<file path="config.mk">
export PLATFORM = sky130hd
export DESIGN_NAME = rcp_port
export DESIGN_NICKNAME = d
export VERILOG_FILES = /design/src/rtl/rcp_pkg.sv /design/src/rtl/rcp_port.sv /design/src/rtl/rcp_buf2.sv
export SDC_FILE = /design/constraint.sdc
export NUM_CORES = 1
export LEC_CHECK = 0
export ABC_AREA = 1
export BUFFER_PORTS_ARGS = -buffer_cell sky130_fd_sc_hd__buf_2
export CAP_MARGIN = 5
export CORE_MARGIN = 8
export CORE_UTILIZATION = 63
export DETAILED_ROUTE_END_ITERATION = 8
export PLACE_DENSITY_LB_ADDON = 0.2
export SETUP_SLACK_MARGIN = 0.15
export SLEW_MARGIN = 20
export SYNTH_ARGS = -nofsm -noshare
export SYNTH_HDL_FRONTEND = slang
export SYNTH_SLANG_ARGS = --single-unit
</file>
<file path="constraint.sdc">
create_clock -name core_clk_in -period 3.5 [get_ports core_clk_in]
set_clock_uncertainty 0.15 [all_clocks]
set_input_delay 0.175 -clock core_clk_in [delete_from_list [all_inputs] [get_ports core_clk_in]]
set_output_delay 0.175 -clock core_clk_in [all_outputs]
set_load 0.005 [all_outputs]
</file>
<file path="src/rtl/rcp_pkg.sv">
// constants, types and helpers of the serial command port
//
// Overview of operation
// - half-duplex pair; never transmit and receive at the same time.
// - each character is start, seven data, parity, stop: ten bit periods.
// - ascii payload with even parity, generated on transmit, checked on receive.
// - bit rate selectable as 19200, 9600 or 2400 baud, same at both ends.
// - numeric values travel as ascii decimal digits.
// - any error in a message discards it: no change, no response.
// - a valid read command returns the parameter's current value.
// - a valid write command updates the parameter, then echoes the new value.
// - responses use the same message layout as commands.
// - message is '#', address, channel digit, two-letter code, optional value, carriage return.
// - address is 0-9, a-z or A-Z; wildcard '?' always accepted.
// - command without value reads; command with value writes.
// - carriage return ends a message; spaces allowed between code and value.
package rcp_pkg;
    // ------------------------------------------------------------
    // timing
    // ------------------------------------------------------------
    localparam int unsigned CLK_HZ      = 25_000_000;
    localparam int unsigned BAUD_HI     = 19200;
    localparam int unsigned BAUD_MID    = 9600;
    localparam int unsigned BAUD_LO     = 2400;
    localparam int unsigned CYC_HI      = (CLK_HZ + BAUD_HI / 2) / BAUD_HI;
    localparam int unsigned CYC_MID     = (CLK_HZ + BAUD_MID / 2) / BAUD_MID;
    localparam int unsigned CYC_LO      = (CLK_HZ + BAUD_LO / 2) / BAUD_LO;
    localparam int unsigned CYC_W       = 14;
    localparam logic [1:0]  SEL_HI      = 2'h0;
    localparam logic [1:0]  SEL_MID     = 2'h1;
    localparam logic [1:0]  SEL_LO      = 2'h2;

    // ------------------------------------------------------------
    // framing and characters
    // ------------------------------------------------------------
    localparam logic [3:0]  BIT_PAR     = 4'h8;
    localparam logic [3:0]  BIT_STOP    = 4'h9;
    localparam logic [6:0]  CH_HASH     = 7'h23;
    localparam logic [6:0]  CH_CR       = 7'h0d;
    localparam logic [6:0]  CH_SPACE    = 7'h20;
    localparam logic [6:0]  CH_WILD     = 7'h3f;
    localparam logic [6:0]  CH_ZERO     = 7'h30;
    localparam logic [6:0]  CH_MINUS    = 7'h2d;
    localparam logic [2:0]  MAX_DIGITS  = 3'h5;
    localparam logic [2:0]  LAST_HEAD   = 3'h4;
    localparam logic [2:0]  LAST_POW    = 3'h4;

    // ------------------------------------------------------------
    // carriers
    // ------------------------------------------------------------
    typedef struct packed {
        logic [6:0]  code0;
        logic [6:0]  code1;
        logic        has_value;
        logic [15:0] value;
    } rcp_cmd_s;

    typedef struct packed {
        logic [15:0] value;
    } rcp_rsp_s;

    // ------------------------------------------------------------
    // helpers
    // ------------------------------------------------------------
    function automatic logic is_digit(input logic [6:0] c);
        return (c >= 7'h30) && (c <= 7'h39);
    endfunction

    function automatic logic is_letter(input logic [6:0] c);
        return ((c >= 7'h41) && (c <= 7'h5a)) || ((c >= 7'h61) && (c <= 7'h7a));
    endfunction

    function automatic logic even_bit(input logic [6:0] c);
        return ^c;
    endfunction

    function automatic logic [15:0] pow10(input logic [2:0] i);
        case (i)
            3'h0:    return 16'h2710;
            3'h1:    return 16'h03e8;
            3'h2:    return 16'h0064;
            3'h3:    return 16'h000a;
            default: return 16'h0001;
        endcase
    endfunction
endpackage

</file>
<file path="src/rtl/rcp_port.sv">
// half-duplex ascii command port: receiver, parser, responder
`timescale 1ns/10ps
`default_nettype none
module rcp_port #(
    parameter int unsigned BIT_CYC_LO = rcp_pkg::CYC_LO
) (
    input  wire logic              core_clk_in,
    input  wire logic              srst_in,
    input  wire logic [1:0]        baud_sel_in,
    input  wire logic [6:0]        unit_addr_in,
    input  wire logic              rx_in,
    output logic                   tx_out,
    output logic                   tx_oe_out,
    output logic                   cmd_valid_out,
    input  wire logic              cmd_ready_in,
    output rcp_pkg::rcp_cmd_s      cmd_out,
    input  wire logic              rsp_valid_in,
    output logic                   rsp_ready_out,
    input  wire rcp_pkg::rcp_rsp_s rsp_in
);
    import rcp_pkg::*;

    typedef enum logic [1:0] {M_RX, M_PUSH, M_WAIT, M_TX} rcp_mode_e;
    typedef enum logic [2:0] {P_IDLE, P_ADDR, P_CHAN, P_CODE0, P_CODE1, P_VALUE, P_SKIP} rcp_parse_e;
    typedef enum logic [2:0] {T_IDLE, T_HEAD, T_SIGN, T_DIGIT, T_CR, T_END} rcp_tx_e;

    rcp_mode_e      mode;
    rcp_parse_e     pstate;
    rcp_tx_e        tstate;
    logic [CYC_W-1:0] bit_cyc;
    logic [CYC_W-1:0] rx_cnt;
    logic [CYC_W-1:0] tx_cnt;
    logic           rx_busy;
    logic [3:0]     rx_bit;
    logic [6:0]     rx_data;
    logic           rx_perr;
    logic           rx_stb;
    logic           rx_err;
    logic           tx_busy;
    logic [3:0]     tx_bit;
    logic [9:0]     tx_shift;
    logic           tx_load;
    logic [6:0]     tx_char;
    rcp_cmd_s       cmd;
    logic [2:0]     ndig;
    logic [19:0]    next_value;
    logic           buf_ready;
    logic [2:0]     hidx;
    logic [2:0]     didx;
    logic [3:0]     dig;
    logic           started;
    logic           neg;
    logic [15:0]    mag;
    logic           emit;

    // ------------------------------------------------------------
    // bit timing
    // ------------------------------------------------------------
    always_comb begin
        case (baud_sel_in)
            SEL_MID: bit_cyc = CYC_W'(CYC_MID);
            SEL_LO:  bit_cyc = CYC_W'(BIT_CYC_LO);
            default: bit_cyc = CYC_W'(CYC_HI);
        endcase
    end

    // ------------------------------------------------------------
    // receiver
    // ------------------------------------------------------------
    always_ff @(posedge core_clk_in) begin
        if (srst_in) begin
            rx_busy <= 1'b0;
            rx_cnt  <= '0;
            rx_bit  <= 4'h0;
            rx_data <= 7'h00;
            rx_perr <= 1'b0;
            rx_stb  <= 1'b0;
            rx_err  <= 1'b0;
        end else begin
            rx_stb <= 1'b0;
            if (!rx_busy) begin
                if (mode == M_RX && !rx_in) begin
                    rx_busy <= 1'b1;
                    rx_cnt  <= bit_cyc >> 1;
                    rx_bit  <= 4'h0;
                    rx_perr <= 1'b0;
                end
            end else if (rx_cnt != '0) begin
                rx_cnt <= rx_cnt - 1'b1;
            end else begin
                rx_cnt <= bit_cyc - 1'b1;
                rx_bit <= rx_bit + 4'h1;
                if (rx_bit == 4'h0) begin
                    rx_busy <= !rx_in;
                end else if (rx_bit < BIT_PAR) begin
                    rx_data <= {rx_in, rx_data[6:1]};
                end else if (rx_bit == BIT_PAR) begin
                    rx_perr <= (even_bit(rx_data) != rx_in);
                end else begin
                    rx_busy <= 1'b0;
                    rx_stb  <= 1'b1;
                    rx_err  <= rx_perr || !rx_in;
                end
            end
        end
    end

    // ------------------------------------------------------------
    // message parser
    // ------------------------------------------------------------
    assign next_value = {cmd.value, 4'h0} - {2'h0, cmd.value, 2'h0} - {3'h0, cmd.value, 1'b0}
                      + {16'h0, rx_data[3:0] - 4'h0};

    always_ff @(posedge core_clk_in) begin
        if (srst_in) begin
            pstate <= P_IDLE;
            cmd    <= '0;
            ndig   <= 3'h0;
        end else if (rx_stb) begin
            if (rx_err) begin
                pstate <= P_SKIP;
            end else if (rx_data == CH_HASH) begin
                pstate <= P_ADDR;
            end else begin
                case (pstate)
                    P_ADDR: begin
                        pstate <= (rx_data == unit_addr_in || rx_data == CH_WILD) ? P_CHAN : P_SKIP;
                    end
                    P_CHAN: begin
                        pstate <= is_digit(rx_data) ? P_CODE0 : P_SKIP;
                    end
                    P_CODE0: begin
                        cmd.code0 <= rx_data;
                        pstate    <= is_letter(rx_data) ? P_CODE1 : P_SKIP;
                    end
                    P_CODE1: begin
                        cmd.code1 <= rx_data;
                        cmd.value <= 16'h0000;
                        ndig      <= 3'h0;
                        pstate    <= is_letter(rx_data) ? P_VALUE : P_SKIP;
                    end
                    P_VALUE: begin
                        if (rx_data == CH_CR) begin
                            cmd.has_value <= (ndig != 3'h0);
                            pstate        <= P_IDLE;
                        end else if (rx_data == CH_SPACE && ndig == 3'h0) begin
                            pstate <= P_VALUE;
                        end else if (is_digit(rx_data) && ndig != MAX_DIGITS && next_value[19:16] == 4'h0) begin
                            cmd.value <= next_value[15:0];
                            ndig      <= ndig + 3'h1;
                        end else begin
                            pstate <= P_SKIP;
                        end
                    end
                    P_SKIP: pstate  <= P_SKIP;
                    default: pstate <= P_IDLE;
                endcase
            end
        end
    end

    // ------------------------------------------------------------
    // exchange sequencing and line driver
    // ------------------------------------------------------------
    assign rsp_ready_out = (mode == M_WAIT);

    always_ff @(posedge core_clk_in) begin
        if (srst_in) begin
            mode      <= M_RX;
            tx_oe_out <= 1'b0;
        end else begin
            case (mode)
                M_RX: begin
                    if (rx_stb && !rx_err && pstate == P_VALUE && rx_data == CH_CR) begin
                        mode <= M_PUSH;
                    end
                end
                M_PUSH: begin
                    if (buf_ready) begin
                        mode <= M_WAIT;
                    end
                end
                M_WAIT: begin
                    if (rsp_valid_in) begin
                        mode      <= M_TX;
                        tx_oe_out <= 1'b1;
                    end
                end
                M_TX: begin
                    if (tstate == T_END && !tx_busy) begin
                        mode      <= M_RX;
                        tx_oe_out <= 1'b0;
                    end
                end
                default: mode <= M_RX;
            endcase
        end
    end

    rcp_buf2 u_buf (
        .core_clk_in   (core_clk_in),
        .srst_in       (srst_in),
        .in_valid_in   (mode == M_PUSH),
        .in_ready_out  (buf_ready),
        .in_data_in    (cmd),
        .out_valid_out (cmd_valid_out),
        .out_ready_in  (cmd_ready_in),
        .out_data_out  (cmd_out)
    );

    // ------------------------------------------------------------
    // response formatter
    // ------------------------------------------------------------
    always_comb begin
        tx_load = 1'b0;
        tx_char = CH_ZERO;
        emit    = (dig != 4'h0) || started || (didx == LAST_POW);
        case (tstate)
            T_HEAD: begin
                tx_load = !tx_busy;
                case (hidx)
                    3'h0:    tx_char = CH_HASH;
                    3'h1:    tx_char = unit_addr_in;
                    3'h2:    tx_char = CH_ZERO;
                    3'h3:    tx_char = cmd.code0;
                    default: tx_char = cmd.code1;
                endcase
            end
            T_SIGN: begin
                tx_load = !tx_busy;
                tx_char = CH_MINUS;
            end
            T_DIGIT: begin
                tx_load = !tx_busy && emit && (mag < pow10(didx));
                tx_char = CH_ZERO + {3'h0, dig};
            end
            T_CR: begin
                tx_load = !tx_busy;
                tx_char = CH_CR;
            end
            default: tx_load = 1'b0;
        endcase
    end

    always_ff @(posedge core_clk_in) begin
        if (srst_in) begin
            tstate  <= T_IDLE;
            hidx    <= 3'h0;
            didx    <= 3'h0;
            dig     <= 4'h0;
            started <= 1'b0;
            neg     <= 1'b0;
            mag     <= 16'h0000;
        end else begin
            case (tstate)
                T_IDLE: begin
                    if (mode == M_WAIT && rsp_valid_in) begin
                        tstate  <= T_HEAD;
                        hidx    <= 3'h0;
                        didx    <= 3'h0;
                        dig     <= 4'h0;
                        started <= 1'b0;
                        neg     <= rsp_in.value[15];
                        mag     <= rsp_in.value[15] ? 16'h0000 - rsp_in.value : rsp_in.value;
                    end
                end
                T_HEAD: begin
                    if (tx_load) begin
                        hidx <= hidx + 3'h1;
                        if (hidx == LAST_HEAD) begin
                            tstate <= neg ? T_SIGN : T_DIGIT;
                        end
                    end
                end
                T_SIGN: begin
                    if (tx_load) begin
                        tstate <= T_DIGIT;
                    end
                end
                T_DIGIT: begin
                    if (mag >= pow10(didx)) begin
                        mag <= mag - pow10(didx);
                        dig <= dig + 4'h1;
                    end else if (tx_load || !emit) begin
                        started <= started || tx_load;
                        dig     <= 4'h0;
                        didx    <= didx + 3'h1;
                        if (didx == LAST_POW) begin
                            tstate <= T_CR;
                        end
                    end
                end
                T_CR: begin
                    if (tx_load) begin
                        tstate <= T_END;
                    end
                end
                T_END: begin
                    if (!tx_busy) begin
                        tstate <= T_IDLE;
                    end
                end
                default: tstate <= T_IDLE;
            endcase
        end
    end

    // ------------------------------------------------------------
    // transmitter
    // ------------------------------------------------------------
    always_ff @(posedge core_clk_in) begin
        if (srst_in) begin
            tx_busy  <= 1'b0;
            tx_bit   <= 4'h0;
            tx_cnt   <= '0;
            tx_shift <= 10'h3ff;
            tx_out   <= 1'b1;
        end else if (tx_load) begin
            tx_busy  <= 1'b1;
            tx_bit   <= 4'h0;
            tx_cnt   <= bit_cyc - 1'b1;
            tx_shift <= {1'b1, even_bit(tx_char), tx_char, 1'b0};
            tx_out   <= 1'b0;
        end else if (tx_busy) begin
            if (tx_cnt != '0) begin
                tx_cnt <= tx_cnt - 1'b1;
            end else if (tx_bit == BIT_STOP) begin
                tx_busy <= 1'b0;
                tx_out  <= 1'b1;
            end else begin
                tx_cnt   <= bit_cyc - 1'b1;
                tx_bit   <= tx_bit + 4'h1;
                tx_shift <= {1'b1, tx_shift[9:1]};
                tx_out   <= tx_shift[1];
            end
        end
    end

    // ------------------------------------------------------------
    // checks
    // ------------------------------------------------------------
    a_no_talk_listen: assert property (@(posedge core_clk_in) disable iff (srst_in)
        tx_oe_out |-> !rx_busy && !rx_stb) else $error("receiver active while driving");
    a_start_bit_low: assert property (@(posedge core_clk_in) disable iff (srst_in)
        tx_load |=> !tx_out [*3]) else $error("start bit not low");
    a_even_parity: assert property (@(posedge core_clk_in) disable iff (srst_in)
        tx_load |=> ^tx_shift[8:1] == 1'b0) else $error("odd parity on transmit");
    a_bit_period: assert property (@(posedge core_clk_in) disable iff (srst_in)
        tx_busy |-> tx_cnt < bit_cyc) else $error("bit counter out of range");
    a_digit_ascii: assert property (@(posedge core_clk_in) disable iff (srst_in)
        tx_load && tstate == T_DIGIT |-> is_digit(tx_char)) else $error("non decimal digit sent");
    a_error_discard: assert property (@(posedge core_clk_in) disable iff (srst_in)
        rx_stb && rx_err |=> pstate == P_SKIP && mode == M_RX) else $error("bad character not discarded");
    a_reply_starts: assert property (@(posedge core_clk_in) disable iff (srst_in)
        rsp_valid_in && rsp_ready_out |=> tx_oe_out && tstate == T_HEAD ##1 !tx_out) else $error("no reply started");
    a_head_hash: assert property (@(posedge core_clk_in) disable iff (srst_in)
        tx_load && tstate == T_HEAD && hidx == 3'h0 |-> tx_char == CH_HASH) else $error("reply not opened by hash");
    a_addr_filter: assert property (@(posedge core_clk_in) disable iff (srst_in)
        rx_stb && !rx_err && pstate == P_ADDR && rx_data != CH_HASH && rx_data != unit_addr_in
        && rx_data != CH_WILD |=> pstate == P_SKIP) else $error("foreign address accepted");
    a_cr_ends_msg: assert property (@(posedge core_clk_in) disable iff (srst_in)
        rx_stb && !rx_err && pstate == P_VALUE && rx_data == CH_CR |=> mode == M_PUSH) else $error("message not closed");
    a_line_release: assert property (@(posedge core_clk_in) disable iff (srst_in)
        tstate == T_END && !tx_busy |=> !tx_oe_out && tx_out) else $error("driver held after last stop bit");
endmodule // rcp_port
`default_nettype wire

</file>
<file path="src/rtl/rcp_buf2.sv">
// two-entry command buffer with valid and ready on both sides
`timescale 1ns/10ps
`default_nettype none
module rcp_buf2 (
    input  wire logic            core_clk_in,
    input  wire logic            srst_in,
    input  wire logic            in_valid_in,
    output logic                 in_ready_out,
    input  wire rcp_pkg::rcp_cmd_s in_data_in,
    output logic                 out_valid_out,
    input  wire logic            out_ready_in,
    output rcp_pkg::rcp_cmd_s    out_data_out
);
    import rcp_pkg::*;

    rcp_cmd_s   mem [2];
    logic       wr_ptr;
    logic       rd_ptr;
    logic [1:0] count;
    logic       push;
    logic       pop;

    assign in_ready_out  = (count != 2'h2);
    assign out_valid_out = (count != 2'h0);
    assign out_data_out  = mem[rd_ptr];
    assign push          = in_valid_in && in_ready_out;
    assign pop           = out_valid_out && out_ready_in;

    always_ff @(posedge core_clk_in) begin
        if (push) begin
            mem[wr_ptr] <= in_data_in;
        end
    end

    always_ff @(posedge core_clk_in) begin
        if (srst_in) begin
            wr_ptr <= 1'b0;
            rd_ptr <= 1'b0;
            count  <= 2'h0;
        end else begin
            if (push) begin
                wr_ptr <= ~wr_ptr;
            end
            if (pop) begin
                rd_ptr <= ~rd_ptr;
            end
            count <= count + {1'b0, push} - {1'b0, pop};
        end
    end
endmodule // rcp_buf2
`default_nettype wire

</file>
==> key figures <==
Status
  • Status: completed

Synth
  • Number of synthesized flops with an enable pin: 62
  • YS warnings: 0
  • Synth Area per Inst: 7.50 um^2
  • Async SR Flop Fraction: 0%
  • Main combinational cell family by area after synthesis: simple AND/OR/NAND/NOR gates
  • Yosys reg bits: 195
  • Number of distinct library cells after synthesis: 59
  • Compound-gate portion of the synthesized area: 13.7%
  • Mapped cell area: 0.0127 mm^2
  • Mux cell area share after synthesis: 2.74%
  • Sequential area share after synthesis: 35.5%
  • Synth Area in Simple Gates: 26.1%
  • Ys flop type: dfxtp_1
  • Post-Synth XOR/XNOR Area: 3.09%
  • Cells after Synth: 1,700
  • Syn Nets: 1,821
  • Adder-Cell Fraction of Synth Area: 9.87%

GRT
  • Gr ovfl total: 0
  • First-pass GRT wire length: 49,600 um
  • Vias in the first global route: 10,500
  • Total GRT Usage: 24.1%
  • Antenna violations before repair: 0
  • Largest net degree at the start of global routing: 60

STA
  • Slew Limit Fails: 0
  • Setup Total Neg Slack: 0 ns
  • Worst relative slew slack: 30.4%
  • RSZ-0062 raised after global routing: false
  • Finish-stage setup viols: 0
  • Tcrit/Tclk final: 89.0%
  • Fmax: 0.321 GHz
  • Min Tclk post-route: 3.12 ns
  • Hold slack final: 0.0134 ns
  • Worst-Margin Slew: 1.04 ns
  • Hold Vio Cnt, Final: 0

Cells and area
  • Area Growth Syn to Fin: 9.14%
  • Most common cell after layout, fill and taps aside: nand2_1
  • Fin cells: 2,036
  • FILL cells: 1,747
  • Ratio of cells with drive above 1 in the final layout: 13.8%
  • Commonest cells after routing, fill and taps aside: nand2_1 (383), inv_1 (204), nor2_1 (156)
  • Layout Nets: 1,874
  • Antenna Cells: 0

Floorplan
  • Num rows: 52
  • I/O Pins: 65
  • Starting Density: 63.6%
  • Die height: 158 um
  • Core Area: 0.0200 mm^2
  • Die area: 0.0250 mm^2
  • Die Width: 158 um

Place
  • RD Place Congestion: 0.930
  • Post-DP HPWL: 21,300 um
  • Placed insts: 1,999
  • Number of I/O port buffers: 64

Clock tree
  • CTS Buf Count: 17
  • Clock Latency Late Sink: 0.44 ns
  • TritonCTS clock tree: yes
  • Setup Buffers After CTS: 0
  • Max clock buf depth: 2
  • Clock transition at path regs: 0.08 ns
  • Htree depth: 4
  • Clock Sinks: 195
  • Root Buffer: clkbuf_16

Power and ir drop
  • Leak: 6.25 nW
  • P per Cell Area: 634 mW/mm^2
  • IR drop worst, VDD: 416 uV

Worst setup path
  • CP Launch Type: flip-flop
  • CP required: 3.67 ns
  • Worst R2R End: didx[1]$_SDFFE_PP0P_
  • Worst r2r path cells: 17
  • CP Cell Sequence: inv_1, ha_1, o21ai_0, ha_1, a21o_1, a21oi_1, o21ai_2, nand2_1, nand2_1, inv_2, nand2_2, nand2_1, inv_2, nor2_2, nand2_1, o21ai_0, nor2_1
  • R2R Path Start: didx[0]$_SDFFE_PP0P_
  • Max incr delay on CP: 0.39 ns
  • Max FO, Critical Path: 5
  • Crit Path Category: reg2reg
  • CP Capture Point: didx[1]$_SDFFE_PP0P_
  • Critical Path AT: 3.28 ns
  • Reg2reg setup slack: 0.38 ns
  • Worst path most repeated cell: nand2_1
  • Critical Path End Type: flip-flop
  • CP Launch Point: didx[0]$_SDFFE_PP0P_
  • Crit path max-delay cell type: dfxtp_1

Route
  • DR vias: 11,200
  • Routed Antenna Nets: 0
  • First-pass DRT Iterations: 6
  • Drt total wl: 29,200 um
  • WL/cell: 14.3 um
  • DR vias/cell: 5.51
  • 1st-iter DRT viols: 704
  • Number of remaining DRC errors: 0

Worst hold path
  • Min-delay src: rsp_in[8]
  • Hold Crit Class: in2reg

Flow run
  • Max-Cap Viols: 0
[layout make-up]
class                   instances  area (um^2)  area share [%]
multi-input cells            1229         7090            51.0
flip-flops and latches        195         4540            32.6
inverters                     227          855            6.14
repair buffers                 83          488            3.51
clock buffers                  17          425            3.06
well taps                     270          338            2.43
clock inverters                15          176            1.27
[power by group]
| part | internal, W | switching, W |
|---|---|---|
| logic | 0.00139 | 0.00240 |
| clock network | 0.000969 | 0.00102 |
| registers | 0.00277 | 0.000277 |
| total | 0.00513 | 0.00369 |
[through the flow]
step           power, W  utilization, %  instance area (um^2)  setup WS [ns]
3_3_place_gp    0.00674            66.1                 13200          0.409
2_1_floorplan   0.00596               -                 12700          0.699
5_1_grt         0.00953            69.4                 13900          0.151
6_report        0.00882            69.4                 13900          0.385
3_5_place_dp    0.00684            66.1                 13200          0.359
4_1_cts         0.00883            69.3                 13900          0.338
[how the worst min path moves through the flow]
stage / end / slack [ns] / cells after the start
after floorplan: rx_data[6]$_SDFFE_PP0P_ / 0.21 / 2
after global placement: u_buf.mem[1][20]$_DFFE_PP_ / 0.29 / 0
after detailed placement: u_buf.mem[0][16]$_DFFE_PP_ / 0.29 / 0
after CTS: mag[8]$_SDFFE_PP0P_ / 0.004 / 5
after global routing: mag[8]$_SDFFE_PP0P_ / 0.02 / 5
final: mag[8]$_SDFFE_PP0P_ / 0.01 / 5
[registers in the layout, summed over array words and instances (netlist names), 7 cells and up, named ones only]
register and flops:
tx_shift 8, mag 16, rx_data 7, tx_cnt 14, cmd 31, rx_cnt 14, u_buf.mem 62
[critical path, delay by kind of cell, from the launching register on]
kind	cells	cell delay [ns]
AO/OA/AOI/OAI	5	0.93
adder cells (fa/ha/maj)	2	0.57
buffers and inverters	3	0.27
flip-flops	1	0.39
AND/OR/NAND/NOR	7	0.69
[metal layers]
| metal | part of all wire [%] | vias up | wire length [um] | global-route usage (%) |
|---|---|---|---|---|
| li1 | - | 5718 | - | - |
| met1 | 45 | 5213 | 13100 | 30.6 |
| met2 | 49 | 245 | 14400 | 41.9 |
| met3 | 4.1 | 52 | 1190 | 3.47 |
| met4 | 1.7 | 0 | 510 | 6.69 |
| met5 | 0 | - | 0 | 0 |
[cells in the mapped netlist (19+ instances only)]
library cell  number  area (um^2)
edfxtp_1          62         1860
o21ai_0           97          485
inv_1            204          766
dfxtp_1          133         2660
ha_1              75          938
nand3_1          108          541
nand2_1          383         1440
o21ai_1           19         95.1
xor2_1            32          280
mux2_2            31          349
a21oi_1          131          656
nor2_1           158          593
clkbuf_1          23         86.3
nor3_1            24          120
[kinds of logic (layout without fill, tap and decap cells)]
kind of cell,Yosys count,in the layout
adders and majority gates,91,91
and+or+nand+nor,755,755
buffers and inverters,276,342
muxes,31,31
xor gates and xnor gates,45,45
DFF,195,195
AOI/OAI and AO/OA,307,307
[timing repair]
item | 4_1_cts | 5_1_grt
endpoints found under the hold margin | 6 | 0
setup endpoints to repair | 0 | 20
hold buffers | 5 | 0
gates resized for setup | 0 | 13
Note: power is estimated with default switching activity, not from simulation.
